$ cat config.mk
export PLATFORM = sky130hd
export DESIGN_NAME = calendar_clock_with_alarm
export DESIGN_NICKNAME = d
export VERILOG_FILES = /design/src/hdl/rtc_pkg.sv /design/src/hdl/calendar_clock_with_alarm.sv
export SDC_FILE = /design/constraint.sdc
export NUM_CORES = 1
export LEC_CHECK = 0
export BUFFER_PORTS_ARGS = -buffer_cell sky130_fd_sc_hd__buf_2
export CORE_UTILIZATION = 25
export DETAILED_ROUTE_END_ITERATION = 12
export PLACE_DENSITY = 0.49
export SYNTH_ARGS = -nofsm -noshare
export SYNTH_HDL_FRONTEND = slang
export SYNTH_SLANG_ARGS = --single-unit
$ cat constraint.sdc
create_clock -name clk -period 3.31 [get_ports clk]
set_input_delay 0.662 -clock clk [delete_from_list [all_inputs] [get_ports clk]]
set_output_delay 0.662 -clock clk [all_outputs]
set_load 0.05 [all_outputs]
$ cat src/hdl/rtc_pkg.sv
// Constants for the calendar clock with alarm.
package rtc_pkg;
   localparam int ADDR_W = 4;
   localparam logic [3:0] OFS_IEN = 4'h0;
   localparam logic [3:0] OFS_CTRL = 4'h1;
   localparam logic [3:0] OFS_STAT = 4'h2;
   localparam logic [3:0] OFS_ALM_MIN = 4'h3;
   localparam logic [3:0] OFS_ALM_HR = 4'h4;
   localparam logic [3:0] OFS_SEC = 4'h5;
   localparam logic [3:0] OFS_MIN = 4'h6;
   localparam logic [3:0] OFS_HR = 4'h7;
   localparam logic [3:0] OFS_DAY = 4'h8;
   localparam logic [3:0] OFS_MTH = 4'h9;
   localparam logic [3:0] OFS_YR = 4'ha;
   localparam logic [3:0] OFS_DOW = 4'hb;
   localparam logic [3:0] OFS_CHR = 4'hc;
   localparam int B_ALM = 7;
   localparam int B_CHR = 6;
   localparam int B_DAY = 5;
   localparam int B_HR = 4;
   localparam int B_MIN = 3;
   localparam int B_SEC = 2;
   localparam int B_HALF = 1;
   localparam int B_QUART = 0;
   localparam int B_MOD_EN = 7;
   localparam int B_CHR_EN = 6;
   localparam int B_CHR_CLR = 5;
   localparam logic [14:0] QDIV_32K = 15'h2000;
   localparam logic [14:0] QDIV_32 = 15'h1f40;
   localparam logic [14:0] QDIV_38 = 15'h2580;
   localparam logic [14:0] QDIV_64 = 15'h3e80;
   localparam logic [14:0] QDIV_76 = 15'h4b00;
   localparam logic [9:0] CDIV_32K = 10'h100;
   localparam logic [9:0] CDIV_32 = 10'h140;
   localparam logic [9:0] CDIV_38 = 10'h180;
   localparam logic [9:0] CDIV_64 = 10'h280;
   localparam logic [9:0] CDIV_76 = 10'h300;
   localparam logic [7:0] CONV_ADD = 8'h64;
   localparam logic [7:0] CONV_MOD = 8'h80;
   localparam logic [7:0] SEC_MAX = 8'h3b;
   localparam logic [7:0] HR_MAX = 8'h17;
   localparam logic [7:0] MTH_MAX = 8'h0c;
   localparam logic [7:0] YR_MAX = 8'hc7;
   localparam logic [7:0] DOW_MAX = 8'h06;
   localparam logic [7:0] CHR_MAX = 8'h63;
   localparam logic [7:0] FIRST = 8'h01;
   localparam logic [7:0] FEB = 8'h02;
   localparam logic [7:0] APR = 8'h04;
   localparam logic [7:0] JUN = 8'h06;
   localparam logic [7:0] SEP = 8'h09;
   localparam logic [7:0] NOV = 8'h0b;
   localparam logic [7:0] DAYS_28 = 8'h1c;
   localparam logic [7:0] DAYS_29 = 8'h1d;
   localparam logic [7:0] DAYS_30 = 8'h1e;
   localparam logic [7:0] DAYS_31 = 8'h1f;
endpackage

$ cat src/hdl/calendar_clock_with_alarm.sv
// Calendar clock with alarm, timebase ticks and chronograph.
// Summary of operation
// - Second, minute, hour increments set flags; enabled flags request interrupts.
// - Counter reads return current value; writes load and counting continues.
// - Day of month rolls over per month length and leap year.
// - Years 1901 to 2099 are held, leap years handled throughout.
// - Each day increment sets the day flag; enabled, it interrupts.
// - Minute and hour matching the alarm set the alarm flag.
// - Divider gives 2 Hz and 4 Hz ticks setting two timebase flags.
// - Enabled chronograph counts hundredths and wraps to zero after 99.
// - At 32.768 kHz chronograph runs 128 Hz, converted to 10 ms steps.
// - Crystal select picks prescalers dividing the reference down to 1 Hz.
// - In wait mode the block runs and enabled requests wake the processor.
// - With oscillator kept in stop, block runs and requests wake.
// - Without it, stop freezes the block, registers kept, resumes afterwards.
// - First control register holds eight interrupt enables, cleared by reset.
// - Chronograph clear bit zeroes only the chronograph, self-clears, reads 0.
// - Chronograph counts while enabled, holds when disabled; reset disables.
// - Module enable gates all counting, keeps registers, reset clears it.
// - Crystal codes: 000 32.768, 010 32.0, 011 38.4, 1X0 64.0, 1X1 76.8 kHz.
// - Crystal select accepts only the first write after reset.
// - Flag clears by status read while set, then its data register read.
// - Seconds and minutes wrap after 59; writes above 59 ignored.
`timescale 1ns/1ps
module calendar_clock_with_alarm #(
   parameter int ADDR_W = rtc_pkg::ADDR_W
) (
   input wire logic clk,
   input wire logic resetn,
   input wire logic [ADDR_W-1:0] addr,
   input wire logic [7:0] wdata,
   input wire logic wr,
   input wire logic rd,
   output logic [7:0] rdata,
   input wire logic reference_osc_clock,
   input wire logic stop_mode,
   input wire logic osc_in_stop_enable,
   output logic irq,
   output logic wake_request
);
   import rtc_pkg::*;

   if (ADDR_W < 4) begin : g_chk
      $error("Address width must be at least 4.");
   end

   logic [7:0] ien_r, flag_r, arm_r;
   logic mod_en_r, chr_en_r, xtl_wr_r, ref_prev_r, match_r;
   logic [2:0] xtl_r;
   logic [7:0] alm_min_r, alm_hr_r, sec_r, min_r, hr_r;
   logic [7:0] day_r, mth_r, yr_r, dow_r, chr_r, conv_r;
   logic [14:0] qcnt_r;
   logic [1:0] qph_r;
   logic [9:0] ccnt_r;

   function automatic logic [7:0] dim(input logic [7:0] m, input logic [7:0] y);
      if (m == FEB) begin
         dim = (y[1:0] == 2'b00) ? DAYS_29 : DAYS_28;
      end else if (m == APR || m == JUN || m == SEP || m == NOV) begin
         dim = DAYS_30;
      end else begin
         dim = DAYS_31;
      end
   endfunction

   // Register decode.
   wire logic sel_ien = addr == ADDR_W'(OFS_IEN);
   wire logic sel_ctrl = addr == ADDR_W'(OFS_CTRL);
   wire logic sel_stat = addr == ADDR_W'(OFS_STAT);
   wire logic sel_amin = addr == ADDR_W'(OFS_ALM_MIN);
   wire logic sel_ahr = addr == ADDR_W'(OFS_ALM_HR);
   wire logic sel_sec = addr == ADDR_W'(OFS_SEC);
   wire logic sel_min = addr == ADDR_W'(OFS_MIN);
   wire logic sel_hr = addr == ADDR_W'(OFS_HR);
   wire logic sel_day = addr == ADDR_W'(OFS_DAY);
   wire logic sel_mth = addr == ADDR_W'(OFS_MTH);
   wire logic sel_yr = addr == ADDR_W'(OFS_YR);
   wire logic sel_dow = addr == ADDR_W'(OFS_DOW);
   wire logic sel_chr = addr == ADDR_W'(OFS_CHR);
   wire logic wr_ctrl = wr & sel_ctrl;
   wire logic chr_clr = wr_ctrl & wdata[B_CHR_CLR];
   wire logic [7:0] dim_now = dim(mth_r, yr_r);
   wire logic [7:0] dim_wr = dim(wdata, yr_r);

   // Out-of-range writes to time and date counters are dropped.
   wire logic wr_sec = wr & sel_sec & (wdata <= SEC_MAX);
   wire logic wr_min = wr & sel_min & (wdata <= SEC_MAX);
   wire logic wr_hr = wr & sel_hr & (wdata <= HR_MAX);
   wire logic wr_day = wr & sel_day & (wdata >= FIRST) & (wdata <= dim_now);
   wire logic wr_mth = wr & sel_mth & (wdata >= FIRST) & (wdata <= MTH_MAX);
   wire logic wr_yr = wr & sel_yr & (wdata >= FIRST) & (wdata <= YR_MAX);
   wire logic wr_dow = wr & sel_dow & (wdata <= DOW_MAX);

   // Stop without the oscillator freezes everything but the bus.
   wire logic active = mod_en_r & ~(stop_mode & ~osc_in_stop_enable);
   wire logic tick = active & reference_osc_clock & ~ref_prev_r;

   // Prescaler selection from the crystal code.
   wire logic is_32k = xtl_r[2:1] == 2'b00;
   wire logic [14:0] qdiv = xtl_r[2] ? (xtl_r[0] ? QDIV_76 : QDIV_64) :
      xtl_r[1] ? (xtl_r[0] ? QDIV_38 : QDIV_32) : QDIV_32K;
   wire logic [9:0] cdiv = xtl_r[2] ? (xtl_r[0] ? CDIV_76 : CDIV_64) :
      xtl_r[1] ? (xtl_r[0] ? CDIV_38 : CDIV_32) : CDIV_32K;

   wire logic q_tick = tick & (qcnt_r == qdiv - 15'h0001);
   wire logic h_tick = q_tick & qph_r[0];
   wire logic s_tick = q_tick & (qph_r == 2'b11);
   wire logic c_raw = tick & (ccnt_r == cdiv - 10'h001);
   wire logic [7:0] conv_sum = conv_r + CONV_ADD;
   // At 128 Hz only 100 of every 128 ticks advance the count.
   wire logic c_step = is_32k ? (c_raw & (conv_sum >= CONV_MOD)) : c_raw;
   wire logic c_inc = c_step & chr_en_r;

   // Calendar cascade.
   wire logic m_tick = s_tick & (sec_r >= SEC_MAX);
   wire logic h_inc = m_tick & (min_r >= SEC_MAX);
   wire logic d_inc = h_inc & (hr_r >= HR_MAX);
   wire logic mo_inc = d_inc & (day_r >= dim_now);
   wire logic y_inc = mo_inc & (mth_r >= MTH_MAX);

   wire logic match = (min_r == alm_min_r) & (hr_r == alm_hr_r);
   wire logic alm_set = active & match & ~match_r;

   wire logic st_rd = rd & sel_stat;
   wire logic [7:0] fset = {alm_set, c_inc, d_inc, h_inc, m_tick, s_tick, h_tick, q_tick};
   wire logic [7:0] drd = {rd & sel_ahr, rd & sel_chr, rd & sel_day, rd & sel_hr,
      rd & sel_min, rd & sel_sec, rd & sel_chr, rd & sel_chr};
   wire logic [7:0] flag_nxt, arm_nxt;

   // A new event wins over a clear in the same cycle.
   for (genvar i = 0; i < 8; i++) begin : g_flag
      assign flag_nxt[i] = fset[i] | (flag_r[i] & ~(arm_r[i] & drd[i]));
      assign arm_nxt[i] = (st_rd & flag_r[i]) | (arm_r[i] & ~drd[i]);
   end

   wire logic req = |(flag_r & ien_r);
   wire logic [7:0] ctrl_rd = {mod_en_r, chr_en_r, 3'b000, xtl_r};
   wire logic [7:0] rd_mux = sel_ien ? ien_r : sel_ctrl ? ctrl_rd :
      sel_stat ? flag_r : sel_amin ? alm_min_r : sel_ahr ? alm_hr_r :
      sel_sec ? sec_r : sel_min ? min_r : sel_hr ? hr_r :
      sel_day ? day_r : sel_mth ? mth_r : sel_yr ? yr_r :
      sel_dow ? dow_r : sel_chr ? chr_r : 8'h00;

   always_ff @(posedge clk) begin
      if (!resetn) begin
         rdata <= 8'h00;
         irq <= 1'b0;
         wake_request <= 1'b0;
         flag_r <= 8'h00;
         arm_r <= 8'h00;
         match_r <= 1'b0;
         ref_prev_r <= 1'b0;
      end else begin
         rdata <= rd ? rd_mux : 8'h00;
         irq <= req;
         wake_request <= req & (~stop_mode | osc_in_stop_enable);
         flag_r <= flag_nxt;
         arm_r <= arm_nxt;
         match_r <= match;
         ref_prev_r <= reference_osc_clock;
      end
   end

   // Control registers.
   always_ff @(posedge clk) begin
      if (!resetn) begin
         ien_r <= 8'h00;
         mod_en_r <= 1'b0;
         chr_en_r <= 1'b0;
         xtl_r <= 3'b000;
         xtl_wr_r <= 1'b0;
         alm_min_r <= 8'h00;
         alm_hr_r <= 8'h00;
      end else begin
         if (wr & sel_ien) begin
            ien_r <= wdata;
         end
         if (wr_ctrl) begin
            mod_en_r <= wdata[B_MOD_EN];
            chr_en_r <= wdata[B_CHR_EN];
            xtl_wr_r <= 1'b1;
         end
         if (wr_ctrl & ~xtl_wr_r) begin
            xtl_r <= wdata[2:0];
         end
         if (wr & sel_amin) begin
            alm_min_r <= wdata;
         end
         if (wr & sel_ahr) begin
            alm_hr_r <= wdata;
         end
      end
   end

   // Prescalers run only while the block is active.
   always_ff @(posedge clk) begin
      if (!resetn || chr_clr) begin
         ccnt_r <= 10'h000;
         conv_r <= 8'h00;
      end else if (c_raw) begin
         ccnt_r <= 10'h000;
         conv_r <= (is_32k && conv_sum >= CONV_MOD) ? conv_sum - CONV_MOD :
            (is_32k ? conv_sum : 8'h00);
      end else if (tick) begin
         ccnt_r <= ccnt_r + 10'h001;
      end
   end

   always_ff @(posedge clk) begin
      if (!resetn) begin
         qcnt_r <= 15'h0000;
         qph_r <= 2'b00;
      end else if (q_tick) begin
         qcnt_r <= 15'h0000;
         qph_r <= qph_r + 2'b01;
      end else if (tick) begin
         qcnt_r <= qcnt_r + 15'h0001;
      end
   end

   // Chronograph: clear wins, then count with wrap.
   always_ff @(posedge clk) begin
      if (!resetn || chr_clr) begin
         chr_r <= 8'h00;
      end else if (c_inc) begin
         chr_r <= (chr_r >= CHR_MAX) ? 8'h00 : chr_r + 8'h01;
      end
   end

   // Time of day; a valid write overrides a same-cycle increment.
   always_ff @(posedge clk) begin
      if (!resetn) begin
         sec_r <= 8'h00;
         min_r <= 8'h00;
         hr_r <= 8'h00;
      end else begin
         if (wr_sec) begin
            sec_r <= wdata;
         end else if (s_tick) begin
            sec_r <= m_tick ? 8'h00 : sec_r + 8'h01;
         end
         if (wr_min) begin
            min_r <= wdata;
         end else if (m_tick) begin
            min_r <= h_inc ? 8'h00 : min_r + 8'h01;
         end
         if (wr_hr) begin
            hr_r <= wdata;
         end else if (h_inc) begin
            hr_r <= d_inc ? 8'h00 : hr_r + 8'h01;
         end
      end
   end

   // Calendar; year holds the year minus 1900.
   always_ff @(posedge clk) begin
      if (!resetn) begin
         day_r <= FIRST;
         mth_r <= FIRST;
         yr_r <= FIRST;
         dow_r <= 8'h00;
      end else begin
         if (wr_day) begin
            day_r <= wdata;
         end else if (d_inc) begin
            day_r <= mo_inc ? FIRST : day_r + 8'h01;
         end
         if (wr_mth && wdata != mth_r && day_r > dim_wr) begin
            mth_r <= mth_r;
         end else if (wr_mth) begin
            mth_r <= wdata;
         end else if (mo_inc) begin
            mth_r <= y_inc ? FIRST : mth_r + 8'h01;
         end
         if (wr_yr) begin
            yr_r <= wdata;
         end else if (y_inc) begin
            yr_r <= (yr_r >= YR_MAX) ? FIRST : yr_r + 8'h01;
         end
         if (wr_dow) begin
            dow_r <= wdata;
         end else if (d_inc) begin
            dow_r <= (dow_r >= DOW_MAX) ? 8'h00 : dow_r + 8'h01;
         end
      end
   end

   a_irq_gate: assert property (@(posedge clk) disable iff (!resetn)
      req |=> irq) else $error("Enabled flag gave no interrupt.");
   a_irq_quiet: assert property (@(posedge clk) disable iff (!resetn)
      !req |=> !irq) else $error("Interrupt without enabled flag.");
   a_sec_roll: assert property (@(posedge clk) disable iff (!resetn)
      s_tick && sec_r == SEC_MAX && !wr_sec |=> sec_r == 8'h00 && flag_r[B_MIN])
      else $error("Second rollover wrong.");
   a_sec_reject: assert property (@(posedge clk) disable iff (!resetn)
      wr && sel_sec && wdata > SEC_MAX && !s_tick |=> $stable(sec_r))
      else $error("Bad second write taken.");
   a_leap_feb: assert property (@(posedge clk) disable iff (!resetn)
      d_inc && mth_r == FEB && yr_r[1:0] == 2'b00 && day_r == DAYS_28 && !wr
      |=> day_r == DAYS_29 && mth_r == FEB) else $error("Leap day skipped.");
   a_chr_wrap: assert property (@(posedge clk) disable iff (!resetn)
      c_inc && chr_r == CHR_MAX && !chr_clr |=> chr_r == 8'h00)
      else $error("Chronograph did not wrap.");
   a_chr_hold: assert property (@(posedge clk) disable iff (!resetn)
      !chr_en_r && !chr_clr |=> $stable(chr_r)) else $error("Chronograph moved.");
   a_chr_clear: assert property (@(posedge clk) disable iff (!resetn)
      chr_clr |=> chr_r == 8'h00 ##1 !ctrl_rd[B_CHR_CLR])
      else $error("Chronograph clear failed.");
   a_off_hold: assert property (@(posedge clk) disable iff (!resetn)
      !mod_en_r && !wr |=> $stable({sec_r, min_r, hr_r, day_r}))
      else $error("Counters moved while disabled.");
   a_xtl_once: assert property (@(posedge clk) disable iff (!resetn)
      xtl_wr_r |=> $stable(xtl_r)) else $error("Crystal select rewritten.");
   a_flag_clear: assert property (@(posedge clk) disable iff (!resetn)
      arm_r[B_SEC] && rd && sel_sec && !s_tick |=> !flag_r[B_SEC])
      else $error("Second flag not cleared.");
   a_alarm_set: assert property (@(posedge clk) disable iff (!resetn)
      active && match && !match_r |=> flag_r[B_ALM]) else $error("Alarm missed.");

   a_quarter_tick: assert property (@(posedge clk) disable iff (!resetn)
      q_tick |=> flag_r[B_QUART])
      else $error("Quarter second flag missed.");
   a_half_tick: assert property (@(posedge clk) disable iff (!resetn)
      q_tick && qph_r[0] |=> flag_r[B_HALF])
      else $error("Half second flag missed.");
   a_sec_flag: assert property (@(posedge clk) disable iff (!resetn)
      s_tick |=> flag_r[B_SEC])
      else $error("Second flag missed.");
   a_hour_flag: assert property (@(posedge clk) disable iff (!resetn)
      h_inc |=> flag_r[B_HR])
      else $error("Hour flag missed.");
   a_day_flag: assert property (@(posedge clk) disable iff (!resetn)
      d_inc |=> flag_r[B_DAY])
      else $error("Day flag missed.");
   a_chr_flag: assert property (@(posedge clk) disable iff (!resetn)
      c_inc |=> flag_r[B_CHR])
      else $error("Chronograph flag missed.");
   a_conv_rate: assert property (@(posedge clk) disable iff (!resetn)
      c_raw && is_32k && chr_en_r |-> c_inc == (conv_sum >= CONV_MOD))
      else $error("Chronograph conversion wrong.");
   a_ien_write: assert property (@(posedge clk) disable iff (!resetn)
      wr && sel_ien |=> ien_r == $past(wdata))
      else $error("Interrupt enable write lost.");
   a_read_sec: assert property (@(posedge clk) disable iff (!resetn)
      rd && sel_sec |=> rdata == $past(sec_r))
      else $error("Second read wrong.");
   a_read_idle: assert property (@(posedge clk) disable iff (!resetn)
      !rd |=> rdata == 8'h00)
      else $error("Read data outside read cycle.");
   a_stop_frozen: assert property (@(posedge clk) disable iff (!resetn)
      stop_mode && !osc_in_stop_enable |-> !tick)
      else $error("Block ran in stop.");
   a_wake_stop: assert property (@(posedge clk) disable iff (!resetn)
      stop_mode && !osc_in_stop_enable |=> !wake_request)
      else $error("Wake while frozen.");
   a_wake_run: assert property (@(posedge clk) disable iff (!resetn)
      req && (!stop_mode || osc_in_stop_enable) |=> wake_request)
      else $error("Wake request missing.");
   a_year_wrap: assert property (@(posedge clk) disable iff (!resetn)
      y_inc && yr_r == YR_MAX && !wr |=> yr_r == FIRST)
      else $error("Year wrap wrong.");
   a_min_reject: assert property (@(posedge clk) disable iff (!resetn)
      wr && sel_min && wdata > SEC_MAX && !m_tick |=> $stable(min_r))
      else $error("Bad minute write taken.");
   a_month_roll: assert property (@(posedge clk) disable iff (!resetn)
      mo_inc && mth_r == MTH_MAX && !wr |=> mth_r == FIRST && day_r == FIRST)
      else $error("Year end rollover wrong.");
   a_dow_wrap: assert property (@(posedge clk) disable iff (!resetn)
      d_inc && dow_r == DOW_MAX && !wr |=> dow_r == 8'h00)
      else $error("Weekday wrap wrong.");

endmodule

; Yosys cells after proc, flatten, opt, wreduce, memory -nomap -nowiden
; Cells that the tools add are included.
[word_totals]
latchBits = 0
mem_bits_rw = 0
register_bits = 157
n_memories = 0
output_inout_bits = 10
word_cells = 284
romBits = 0
in_bits = 19
[op_classes]
n_addsub = 15
multipliers = 0
reduce_logical = 26
bitwise = 121
shifts = 0
order_cmp = 17
n_mux = 51
eq_ne = 28
n_div = 0
[ops]
columns = op, n
row1 = 8-bit two-way mux, 39
row2 = 1-bit bitwise AND, 81
row3 = 8-bit by 1-bit adder with 8-bit output (second input constant), 8
row4 = 8-bit by 3-bit == test with 1-bit output (second input constant), 4
row5 = 8-bit by 4-bit == test with 1-bit output (second input constant), 4
row6 = 15-bit two-way mux, 2
row7 = 14-bit two-way mux, 2
row8 = 1-bit NOT, 22
row9 = 4-bit == test (second input constant), 5
row10 = 1-bit bitwise OR, 17
row11 = 4-bit by 3-bit == test with 1-bit output (second input constant), 4
row12 = 8-bit by 2-bit == test with 1-bit output (second input constant), 2
row13 = 8-bit == test, 2
row14 = 8-bit by 6-bit greater-or-equal comparator with 1-bit output (second input constant), 2
row15 = 8-bit greater-or-equal comparator (second input constant), 2
row16 = 15-bit by 1-bit adder with 15-bit output (second input constant), 1
row17 = 15-bit == test, 1
row18 = 15-bit by 1-bit subtractor with 15-bit output (second input constant), 1
row19 = 2-bit nonzero test, 7
row20 = 10-bit by 1-bit adder with 10-bit output (second input constant), 1
row21 = 10-bit == test, 1
row22 = 10-bit two-way mux, 1
row23 = 10-bit by 1-bit subtractor with 10-bit output (second input constant), 1
row24 = 9-bit two-way mux, 1
row25 = 31 further kinds, 47

; Longest topological paths before layout
; Gate-level depths: netlist of run 1.
[depth]
ltp_word = 16
ltp_mapped = 15
ltp_nobuf = 15

; Worst setup path after synthesis of run 1
; OpenSTA, ideal clock, no wires.
[synth_path]
path_kind = input to register
startpoint = input port wdata[3]
endpoint = register mth_r[3]
path_buffers = 2
setup_time_ns = 0.129
required_time_ns = 3.181
setup_slack_ns = 0.337
stages = 12
t_arrival_ns = 2.844
cell_sequence = clkbuf_1 > clkbuf_1 > nand2_1 > o22ai_1 > a32oi_1 > ha_1 > a221o_1 > a22oi_1 > or2_2 > o31a_1 > nor2b_1 > nor3_2
[synth_via]
elab_chain_cells = 10
elab_cells_between_ends = 22
cone_classes = order compare: 3 / eq/ne: 6 / mux: 3 / bitwise: 3 / reduce/logical: 7
[synth_lines]
columns = element, line_no
row1 = start: declaration, calendar_clock_with_alarm.sv:31  ; input wire logic [7:0] wdata,
row2 = 8-bit by 3-bit == test with 1-bit output, calendar_clock_with_alarm.sv:59  ; end else if (m == APR || m == JUN || m == SEP || m == NOV) begin
row3 = 1-bit logical OR (3 in a row), calendar_clock_with_alarm.sv:59
row4 = 1-bit two-way mux, calendar_clock_with_alarm.sv:59
row5 = 2-bit two-way mux, calendar_clock_with_alarm.sv:57  ; if (m == FEB) begin
row6 = 8-bit > comparator, calendar_clock_with_alarm.sv:268  ; if (wr_mth && wdata != mth_r && day_r > dim_wr) begin
row7 = 1-bit logical AND, calendar_clock_with_alarm.sv:268
row8 = 1-bit NOT (no line), -
row9 = 2-bit AND reduction (no line), -
row10 = end signal: assignment, calendar_clock_with_alarm.sv:269  ; mth_r <= mth_r;
row11 = end signal: assignment, calendar_clock_with_alarm.sv:271  ; mth_r <= wdata;
row12 = end signal: assignment, calendar_clock_with_alarm.sv:273  ; mth_r <= y_inc ? FIRST : mth_r + 8'h01;
row13 = end: declaration, calendar_clock_with_alarm.sv:51  ; logic [7:0] day_r, mth_r, yr_r, dow_r, chr_r, conv_r;
; Several ways; a longest one is shown, not always the timed one.
; A chain may end at the register's enable or synchronous reset.

; Final worst setup path of run 1
[layout_path]
startpoint = register xtl_r[0]
endpoint = register mth_r[1]
[layout_via]
elab_chain_cells = 15
elab_cells_between_ends = 18
cone_classes = add/sub: 1 / eq/ne: 1 / mux: 7 / bitwise: 7 / reduce/logical: 2
[layout_lines]
columns = element, line_no
row1 = start: declaration, calendar_clock_with_alarm.sv:49  ; logic [2:0] xtl_r;
row2 = start signal: assignment, calendar_clock_with_alarm.sv:184  ; xtl_r <= wdata[2:0];
row3 = 14-bit two-way mux (2 in a row), calendar_clock_with_alarm.sv:101  ; xtl_r[1] ? (xtl_r[0] ? QDIV_38 : QDIV_32) : QDIV_32K;
row4 = 15-bit two-way mux (*), calendar_clock_with_alarm.sv:100  ; wire logic [14:0] qdiv = xtl_r[2] ? (xtl_r[0] ? QDIV_76 : QDIV_64) :
row5 = 15-bit by 1-bit subtractor with 15-bit output (*), calendar_clock_with_alarm.sv:105  ; wire logic q_tick = tick & (qcnt_r == qdiv - 15'h0001);
row6 = 15-bit == test (*), calendar_clock_with_alarm.sv:105
row7 = 1-bit bitwise AND (*), calendar_clock_with_alarm.sv:105
row8 = 1-bit bitwise AND (*), calendar_clock_with_alarm.sv:107  ; wire logic s_tick = q_tick & (qph_r == 2'b11);
row9 = 1-bit bitwise AND (*), calendar_clock_with_alarm.sv:115  ; wire logic m_tick = s_tick & (sec_r >= SEC_MAX);
row10 = 1-bit bitwise AND (*), calendar_clock_with_alarm.sv:116  ; wire logic h_inc = m_tick & (min_r >= SEC_MAX);
row11 = 1-bit bitwise AND (*), calendar_clock_with_alarm.sv:117  ; wire logic d_inc = h_inc & (hr_r >= HR_MAX);
row12 = 1-bit bitwise AND (*), calendar_clock_with_alarm.sv:118  ; wire logic mo_inc = d_inc & (day_r >= dim_now);
row13 = 1-bit bitwise AND, calendar_clock_with_alarm.sv:119  ; wire logic y_inc = mo_inc & (mth_r >= MTH_MAX);
row14 = 8-bit two-way mux, calendar_clock_with_alarm.sv:273
row15 = 8-bit two-way mux, calendar_clock_with_alarm.sv:272  ; end else if (mo_inc) begin
row16 = 8-bit two-way mux, calendar_clock_with_alarm.sv:270  ; end else if (wr_mth) begin
; Every way passes the cells marked *; elsewhere a longest branch is shown, timed or not. The select of a mux whose other input is x is not followed.

==> impl_summary.txt, run 1 <==
----------------------------------------------------
[Run status]
  Outcome ... completed

[Critical path]
  Slowest stage cell on the critical path ... sky130_fd_sc_hd__dfxtp_1
  Worst path max stage delay ... 0.59 ns
  Category of the worst setup path capture point ... register
  Stages on the worst setup path ... 8
  Endpoint of the worst-slack reg-to-reg timing path ... mth_r[1]
  CP Launch Type ... register
  Count of buffer and inverter cells on the critical path ... 1
  Required arrival time at the worst endpoint ... 3.64 ns
  Gate family responsible for the most delay along the worst path ... simple AND/OR/NAND/NOR gates
  Startpoint-to-endpoint class of the critical path ... register to register
  Critical register-to-register path startpoint ... xtl_r[0]
  Max Fanout on Critical Path ... 16
  Depth of the worst register-to-register path ... 8
  Ordered list of cells on the worst path ... nor2b_1 -> or3_1 -> a221o_1 -> or4_1 -> buf_4 -> nor3_1 -> o22ai_1 -> and3_1
  Arrival time of data at the critical path endpoint ... 3.42 ns
  R2R setup slack ... 0.22 ns

[Logic synthesis]
  Top flip-flop cell by instance count after synthesis ... sky130_fd_sc_hd__dfxtp_1
  Syn Std Cell Area ... 8790 um^2
  Post-synthesis cell type with the largest combined area ... sky130_fd_sc_hd__dfxtp_1
  Most used standard cell by instance count after synthesis ... sky130_fd_sc_hd__dfxtp_1
  Mean Syn Cell Area ... 7.862 um^2
  Synth Warn # ... 0
  Commonest cells post-synth ... sky130_fd_sc_hd__dfxtp_1 (155), sky130_fd_sc_hd__nor2_1 (110), sky130_fd_sc_hd__nand2_1 (92)
  Number of enable-type register cells in the synthesized netlist ... 0
  Synth top area share ... 35.30%
  Largest cells by area after synthesis ... sky130_fd_sc_hd__dfxtp_1 (35%), sky130_fd_sc_hd__a21oi_1 (5.0%), sky130_fd_sc_hd__nor2_1 (4.7%), sky130_fd_sc_hd__o21ai_0 (4.4%), sky130_fd_sc_hd__xor2_1 (4.2%)
  Register area share after synthesis ... 35.30%
  Distinct cell type count of the synthesized netlist ... 70
  Number of nets in the synthesized netlist ... 1160
  Synth async-reset ratio ... 0%
  Post-Synthesis Cells ... 1118
  Number of flip-flops and latches in the synthesized netlist ... 155

[GRT]
  Wire length of the first global-routing pass ... 47580 um
  Initial antenna violation count ... 0
  Vias in the first global route ... 8102
  Global route total overflow ... 0
  Aggregate global-route resource usage ... 17.19%
  Maximum number of pins on one net before global-route repair ... 27

[Placed design]
  Number of cells in the design after placement ... 1598
  Half-perimeter wire length of the detailed placement result ... 22590 um
  Total placed instance area ... 9728 um^2
  GPL Wtd Cong ... 0.9265
  Buffers on Ports ... 28

[Floorplanning]
  Chip Width ... 189.5 um
  Core Box Area ... 34540 um^2
  Die ar. ... 35910 um^2
  Number of primary I/O pins ... 29
  Initial core utilization ... 25.45%
  Die Span Y ... 189.5 um
  Core Rows ... 68

[Clock tree]
  Clock latency of the later-clocked register in the worst-skew pair ... 0.44 ns
  Buffers inserted during post-CTS setup optimization ... 0
  TritonCTS clock tree ... done
  Number of resized instances in the post-cts repair step ... 0
  Clock tree root buffer cell ... sky130_fd_sc_hd__clkbuf_16
  H-tree levels ... 4
  Number of buffers created by CTS ... 17
  Clk sinks ... 155
  Cts-stage hold buffer count ... 0
  Buffer depth of the longest clock path ... 2
  Clock Pin Slew Worst Setup and Hold Paths ... 0.07 ns

[Finish]
  Biggest registers after layout ... qcnt_r: 15 flops, ccnt_r: 10 flops
  Nets ... 1204
  Biggest register ... qcnt_r
  Non-filler cells, final ... 1630
  Ratio of cells with drive above 1 in the final layout ... 12.43%
  Fillers ... 3749
  Post-synthesis to final-layout area growth ... 17.81%
  Antenna diode count ... 0
  Area of combinational cells with multiple inputs ... 5274 um^2
  Register cell area after layout ... 3103 um^2
  Post-Layout Inst Area ... 10350 um^2
  Largest register FFs ... 15

[Timing]
  Final setup skew ... 0.01335 ns
  Ratio of final minimum period to clock period ... 93.33%
  Final Hold Fails ... 0
  RSZ-0062 raised after global routing ... no
  F_max ... 0.3237 GHz
  Setup Viol. Count Final ... 0
  Worst Tran Pin Value ... 0.6528 ns
  Headroom to the max-slew limit ... 56.48%
  Final critical-path required period ... 3.089 ns
  Final total negative setup slack ... 0 ns
  Number of pins exceeding their max-slew limit in the final report ... 0

[Worst hold path]
  Capture endpoint of the worst hold path ... chr_r[6]
  Min-Delay Path Class ... register to register
  Worst Hold Depth ... 2
  Origin of the worst min-delay path ... chr_r[6]

[Drt]
  Via count ... 8710
  DRC errors left ... 0
  Iter 0 DRT Violations ... 673
  Total wire length after detailed routing ... 30550 um
  Via density per instance ... 5.344
  Number of iterations in the first detailed-routing pass ... 5
  Antenna Violating Nets Remaining ... 0
  Detailed-route wire length per cell ... 18.74 um

[Power and ir drop]
  Largest vdd supply drop ... 0.3643 mV
  Standby leakage power ... 3.977 nW
  Total power density per cell area ... 416.1 nW/um^2

[Job]
  Max Cap Viol ... 0

----------------------------------------------------
## how the worst max path moves through the flow
stage / from / endpoint
global placement: xtl_r[0] / mth_r[1]
CTS: xtl_r[0] / mth_r[1]
finish: xtl_r[0] / mth_r[1]
detailed placement: wdata[2] / mth_r[5]
global route: mth_r[4] / mth_r[2]
floorplan: wdata[3] / mth_r[3]
## report_power, final
part           internal (W)  switching, W
Sequential          0.00188     0.0000130
Combinational     0.0000983      0.000218
Clock               0.00119      0.000913
Total               0.00316       0.00114
## stage by stage
stage	util, %	worst slack (ns)	hold WS (ns)	power, W
floorplan	-	0.3372	0.4398	0.002114
global placement	28.16	0.2851	0.4591	0.002246
detailed placement	28.16	0.2614	0.4653	0.002244
CTS	29.98	0.2562	0.4747	0.004339
global route	29.98	0.06898	0.5062	0.004458
finish	29.98	0.2209	0.4754	0.004309
## worst min-delay path: stages (launching register included)
cell and delay (ns):
sky130_fd_sc_hd__dfxtp_1 0.33, sky130_fd_sc_hd__inv_1 0.05, sky130_fd_sc_hd__a21oi_1 0.05
## layout by cell type (no fill, tap or decap), types with 5 or more instances in the layout
master                      netlist  final
sky130_fd_sc_hd__a31oi_1         26     26
sky130_fd_sc_hd__nor3_1          20     20
sky130_fd_sc_hd__o21a_1           7      7
sky130_fd_sc_hd__nand2b_1        15     15
sky130_fd_sc_hd__o22ai_1         14     14
sky130_fd_sc_hd__ha_1            23     23
sky130_fd_sc_hd__a22oi_1         20     20
sky130_fd_sc_hd__a21oi_1         87     87
sky130_fd_sc_hd__and3_1          35     35
sky130_fd_sc_hd__o21ai_0         78     78
sky130_fd_sc_hd__clkbuf_16        0     17
sky130_fd_sc_hd__dfxtp_1        155    155
sky130_fd_sc_hd__nor2b_1          9      9
sky130_fd_sc_hd__nand2_1         92     92
sky130_fd_sc_hd__nand3b_1         7      7
sky130_fd_sc_hd__a221oi_1         6      6
sky130_fd_sc_hd__or3_1           18     18
sky130_fd_sc_hd__o211ai_1         8      8
sky130_fd_sc_hd__buf_4            2     69
sky130_fd_sc_hd__xnor2_1         13     13
sky130_fd_sc_hd__a311oi_1         7      7
sky130_fd_sc_hd__and2_1          20     20
sky130_fd_sc_hd__a21o_1           5      5
sky130_fd_sc_hd__inv_1           33     32
sky130_fd_sc_hd__or4_1            9      9
sky130_fd_sc_hd__and4_1           6      6
sky130_fd_sc_hd__nand3_1         54     54
sky130_fd_sc_hd__buf_2            3     28
sky130_fd_sc_hd__mux2i_1         27     27
sky130_fd_sc_hd__a211oi_1         6      6
sky130_fd_sc_hd__nand4_1         14     14
sky130_fd_sc_hd__xor2_1          42     42
sky130_fd_sc_hd__nor4_1           9      9
sky130_fd_sc_hd__nor2_1         110    110
## final cells by class
type,count,share of cell area (%)
Multi-Input combinational cell,858,50.93
Clock buffer,19,4.374
Inverter,33,1.196
Timing Repair Buffer,97,6.356
Tap cell,455,5.498
Clock inverter,13,1.680
Sequential cell,155,29.97
## metal layers
| metal | vias to the layer above | track usage [%] | wire [um] |
|---|---|---|---|
| met5 | - | 0 | 0 |
| met4 | 0 | 6.545 | 767 |
| met3 | 57 | 3.021 | 1694 |
| met2 | 284 | 27.32 | 14000 |
| met1 | 4207 | 23.01 | 14090 |
| li1 | 4162 | - | - |
## logic make-up after synthesis
logic type	Yosys count	synth area share (%)
and+or+nand+nor	448	26.45
xor gates and xnor gates	55	5.480
buffers and inverters	105	4.697
muxes	30	3.459
AOI/OAI and AO/OA	302	21.34
DFF	155	35.30
adders and majority gates	23	3.274
No activity file was read; power rests on OpenSTA's default activity.
==> inputs of run 2 (changes only) <==
- RECOVER_POWER: default -> 100
- SKIP_CTS_REPAIR_TIMING: default -> 1
==> impl_summary.txt, run 2 (synthesized netlist as in run 1, its figures left out) <==
----------------------------------------------------
[Drt]
  Detailed-route wire length per cell ... 18.80 um (+0.30%)
  Via count ... 8624 (-0.99%)
  DRC errors left ... 0 (unchanged)
  Via density per instance ... 5.291 (-0.99%)
  Antenna Violating Nets Remaining ... 0 (unchanged)
  Iter 0 DRT Violations ... 691 (+2.7%)
  Number of iterations in the first detailed-routing pass ... 6 (+1)
  Total wire length after detailed routing ... 30640 um (+0.30%)

[Worst hold path]
  Capture endpoint of the worst hold path ... chr_r[6]
  Worst Hold Depth ... 2 (unchanged)
  Min-Delay Path Class ... register to register
  Origin of the worst min-delay path ... chr_r[6]

[GRT]
  Maximum number of pins on one net before global-route repair ... 27 (unchanged)
  Wire length of the first global-routing pass ... 47580 um (unchanged)
  Initial antenna violation count ... 0 (unchanged)
  Met2 usage ... 27.32% (unchanged)
  Met1 track demand over resource in global routing ... 23.01% (unchanged)
  Most utilized layer in the global route result ... met2
  Global routing usage on met3 ... 3.021% (unchanged)
  Aggregate global-route resource usage ... 17.19% (unchanged)
  Vias in the first global route ... 8102 (unchanged)
  Global route total overflow ... 0 (unchanged)

[Floorplanning]
  Core Box Area ... 34540 um^2 (unchanged)
  Core Rows ... 68 (unchanged)
  Chip Width ... 189.5 um (unchanged)
  Die Span Y ... 189.5 um (unchanged)
  Initial core utilization ... 25.45% (unchanged)
  Number of primary I/O pins ... 29 (unchanged)
  Die ar. ... 35910 um^2 (unchanged)

[Power and ir drop]
  Sequential share of power ... 43.9% (about the same)
  Net switching power figure ... 0.001148 W (+0.38%)
  Largest vdd supply drop ... 0.3648 mV (+0.13%)
  Standby leakage power ... 3.856 nW (-3.0%)
  Comb pwr share ... 7.2% (about the same)
  Total power density per cell area ... 419.8 nW/um^2 (+0.89%)
  Internal cell power ... 0.003158 W (-0.21%)
  Switching Fraction ... 26.66% (+0.11 points)
  Relative contribution of the clock network to total power ... 48.9% (about the same)

[Critical path]
  Cell occurring most often along the worst timing path ... sky130_fd_sc_hd__nor2_1
  Critical register-to-register path startpoint ... xtl_r[0]
  Required arrival time at the worst endpoint ... 3.64 ns (about the same)
  Worst path max stage delay ... 0.59 ns (about the same)
  Arrival time of data at the critical path endpoint ... 3.44 ns (+0.02 ns)
  Slowest stage cell on the critical path ... sky130_fd_sc_hd__dfxtp_1
  Category of the worst setup path capture point ... register
  Depth of the worst register-to-register path ... 9 (+1)
  Ordered list of cells on the worst path ... nor2b_1 -> or3_1 -> a221o_1 -> or4_1 -> buf_4 -> nor2_1 -> clkbuf_1 -> nor2_1 -> o311ai_1
  CP Launch Type ... register
  Startpoint-to-endpoint class of the critical path ... register to register
  R2R setup slack ... 0.20 ns (-0.02 ns)
  Max Fanout on Critical Path ... 16 (unchanged)
  Endpoint of the worst-slack reg-to-reg timing path ... day_r[0]
  Critical path origin ... xtl_r[0]

[Finish]
  Biggest registers after layout ... qcnt_r: 15 flops, ccnt_r: 10 flops
  Fillers ... 3768 (+0.51%)
  Biggest register ... qcnt_r
  Post-Layout Inst Area ... 10260 um^2 (-0.93%)
  Largest register FFs ... 15 (unchanged)
  Ratio of cells with drive above 1 in the final layout ... 9.617% (-2.8 points)
  Antenna diode count ... 0 (unchanged)
  Top library cells by usage in the layout, fill and taps aside ... sky130_fd_sc_hd__dfxtp_1 (155), sky130_fd_sc_hd__nor2_1 (110), sky130_fd_sc_hd__nand2_1 (92)
  Nets ... 1204 (unchanged)
  Most common library cell in the layout ignoring fill and taps ... sky130_fd_sc_hd__dfxtp_1
  Post-synthesis to final-layout area growth ... 16.71%
  Area of combinational cells with multiple inputs ... 5266 um^2 (-0.14%)
  Register cell area after layout ... 3103 um^2 (unchanged)

[Job]
  Max Cap Viol ... 0 (unchanged)

[Run status]
  Outcome ... completed

[Timing]
  Setup Viol. Count Final ... 0 (unchanged)
  Final Hold Fails ... 0 (unchanged)
  Setup ws final ... 0.1987 ns (-0.02219 ns)
  Number of pins exceeding their max-slew limit in the final report ... 0 (unchanged)
  RSZ-0062 raised after global routing ... no
  F_max ... 0.3214 GHz (-0.71%)
  Final setup skew ... 0.01410 ns (+0.0007529 ns)
  Ratio of final minimum period to clock period ... 94.00% (+0.67 points)
  Final critical-path required period ... 3.111 ns (+0.02219 ns)
  Worst hold slack after final layout ... 0.4762 ns (+0.0007250 ns)
  Headroom to the max-slew limit ... 35.90% (-21 points)
  Worst Tran Pin Value ... 0.9615 ns (+0.3087 ns)
  Final total negative setup slack ... 0 ns (unchanged)

[Clock tree]
  Clock Pin Slew Worst Setup and Hold Paths ... 0.07 ns (about the same)
  Clk sinks ... 155 (unchanged)
  Clock tree root buffer cell ... sky130_fd_sc_hd__clkbuf_16
  Clock latency of the later-clocked register in the worst-skew pair ... 0.44 ns (about the same)
  TritonCTS clock tree ... done
  Buffer depth of the longest clock path ... 2 (unchanged)
  Number of buffers created by CTS ... 17 (unchanged)
  H-tree levels ... 4 (unchanged)

[Placed design]
  Total placed instance area ... 9728 um^2 (unchanged)
  Half-perimeter wire length of the detailed placement result ... 22590 um (unchanged)
  Buffers on Ports ... 28 (unchanged)
  GPL Wtd Cong ... 0.9265 (unchanged)
  Minimum setup slack after placement ... 0.2614 ns (unchanged)

----------------------------------------------------
[run 2: cell count changes in the layout (fill, tap and decap cells not counted), sizes merged]
cell | before | now
buf | 97 | 64
clkbuf | 19 | 52
[run 2: worst max path at each step]
| stage | to |
|---|---|
| finish | day_r[0] |
| detailed placement | mth_r[5] |
| global placement | mth_r[1] |
| global route | day_r[0] |
| floorplan | mth_r[3] |
| CTS | mth_r[1] |
[run 2: power by group through the flow]
stage	Clock, W	Sequential (W)	Combinational (W)
after detailed placement	0	0.00193	0.000311
final	0.00211	0.00189	0.000310
after global routing	0.00223	0.00189	0.000333
after floorplan	0	0.00194	0.000177
after global placement	0	0.00193	0.000313
after CTS	0.00214	0.00189	0.000313
[run 2: cell type report]
type | instances | share of cell area, %
well taps | 455 | 5.549
clock buffers | 19 | 4.415
repair buffers | 97 | 5.549
inverters | 33 | 1.207
clock inverters | 13 | 1.695
flip-flops and latches | 155 | 30.25
multi-input cells | 858 | 51.34
[run 2: metal layers]
layer	up-vias	part of all wire [%]
met5	-	0
met4	0	2.5
met3	51	4.5
met2	248	46
met1	4172	47
li1	4153	-
[run 2: per-stage QoR]
stage          total power (W)  utilization (%)  instances
3_5_place_dp          0.002244            28.16       1598
3_3_place_gp          0.002246            28.16       1598
4_1_cts               0.004339            29.98       1630
2_1_floorplan         0.002114                -       1118
5_1_grt               0.004451            29.70       1630
6_report              0.004306            29.70       1630
[run 2: worst max-delay path, delay by kind of cell, from the launching register on]
family                 cells  cell delay, ns
and+or+nand+nor            5            1.10
AOI/OAI and AO/OA          2            0.71
DFF                        1            0.59
buffers and inverters      2            0.58
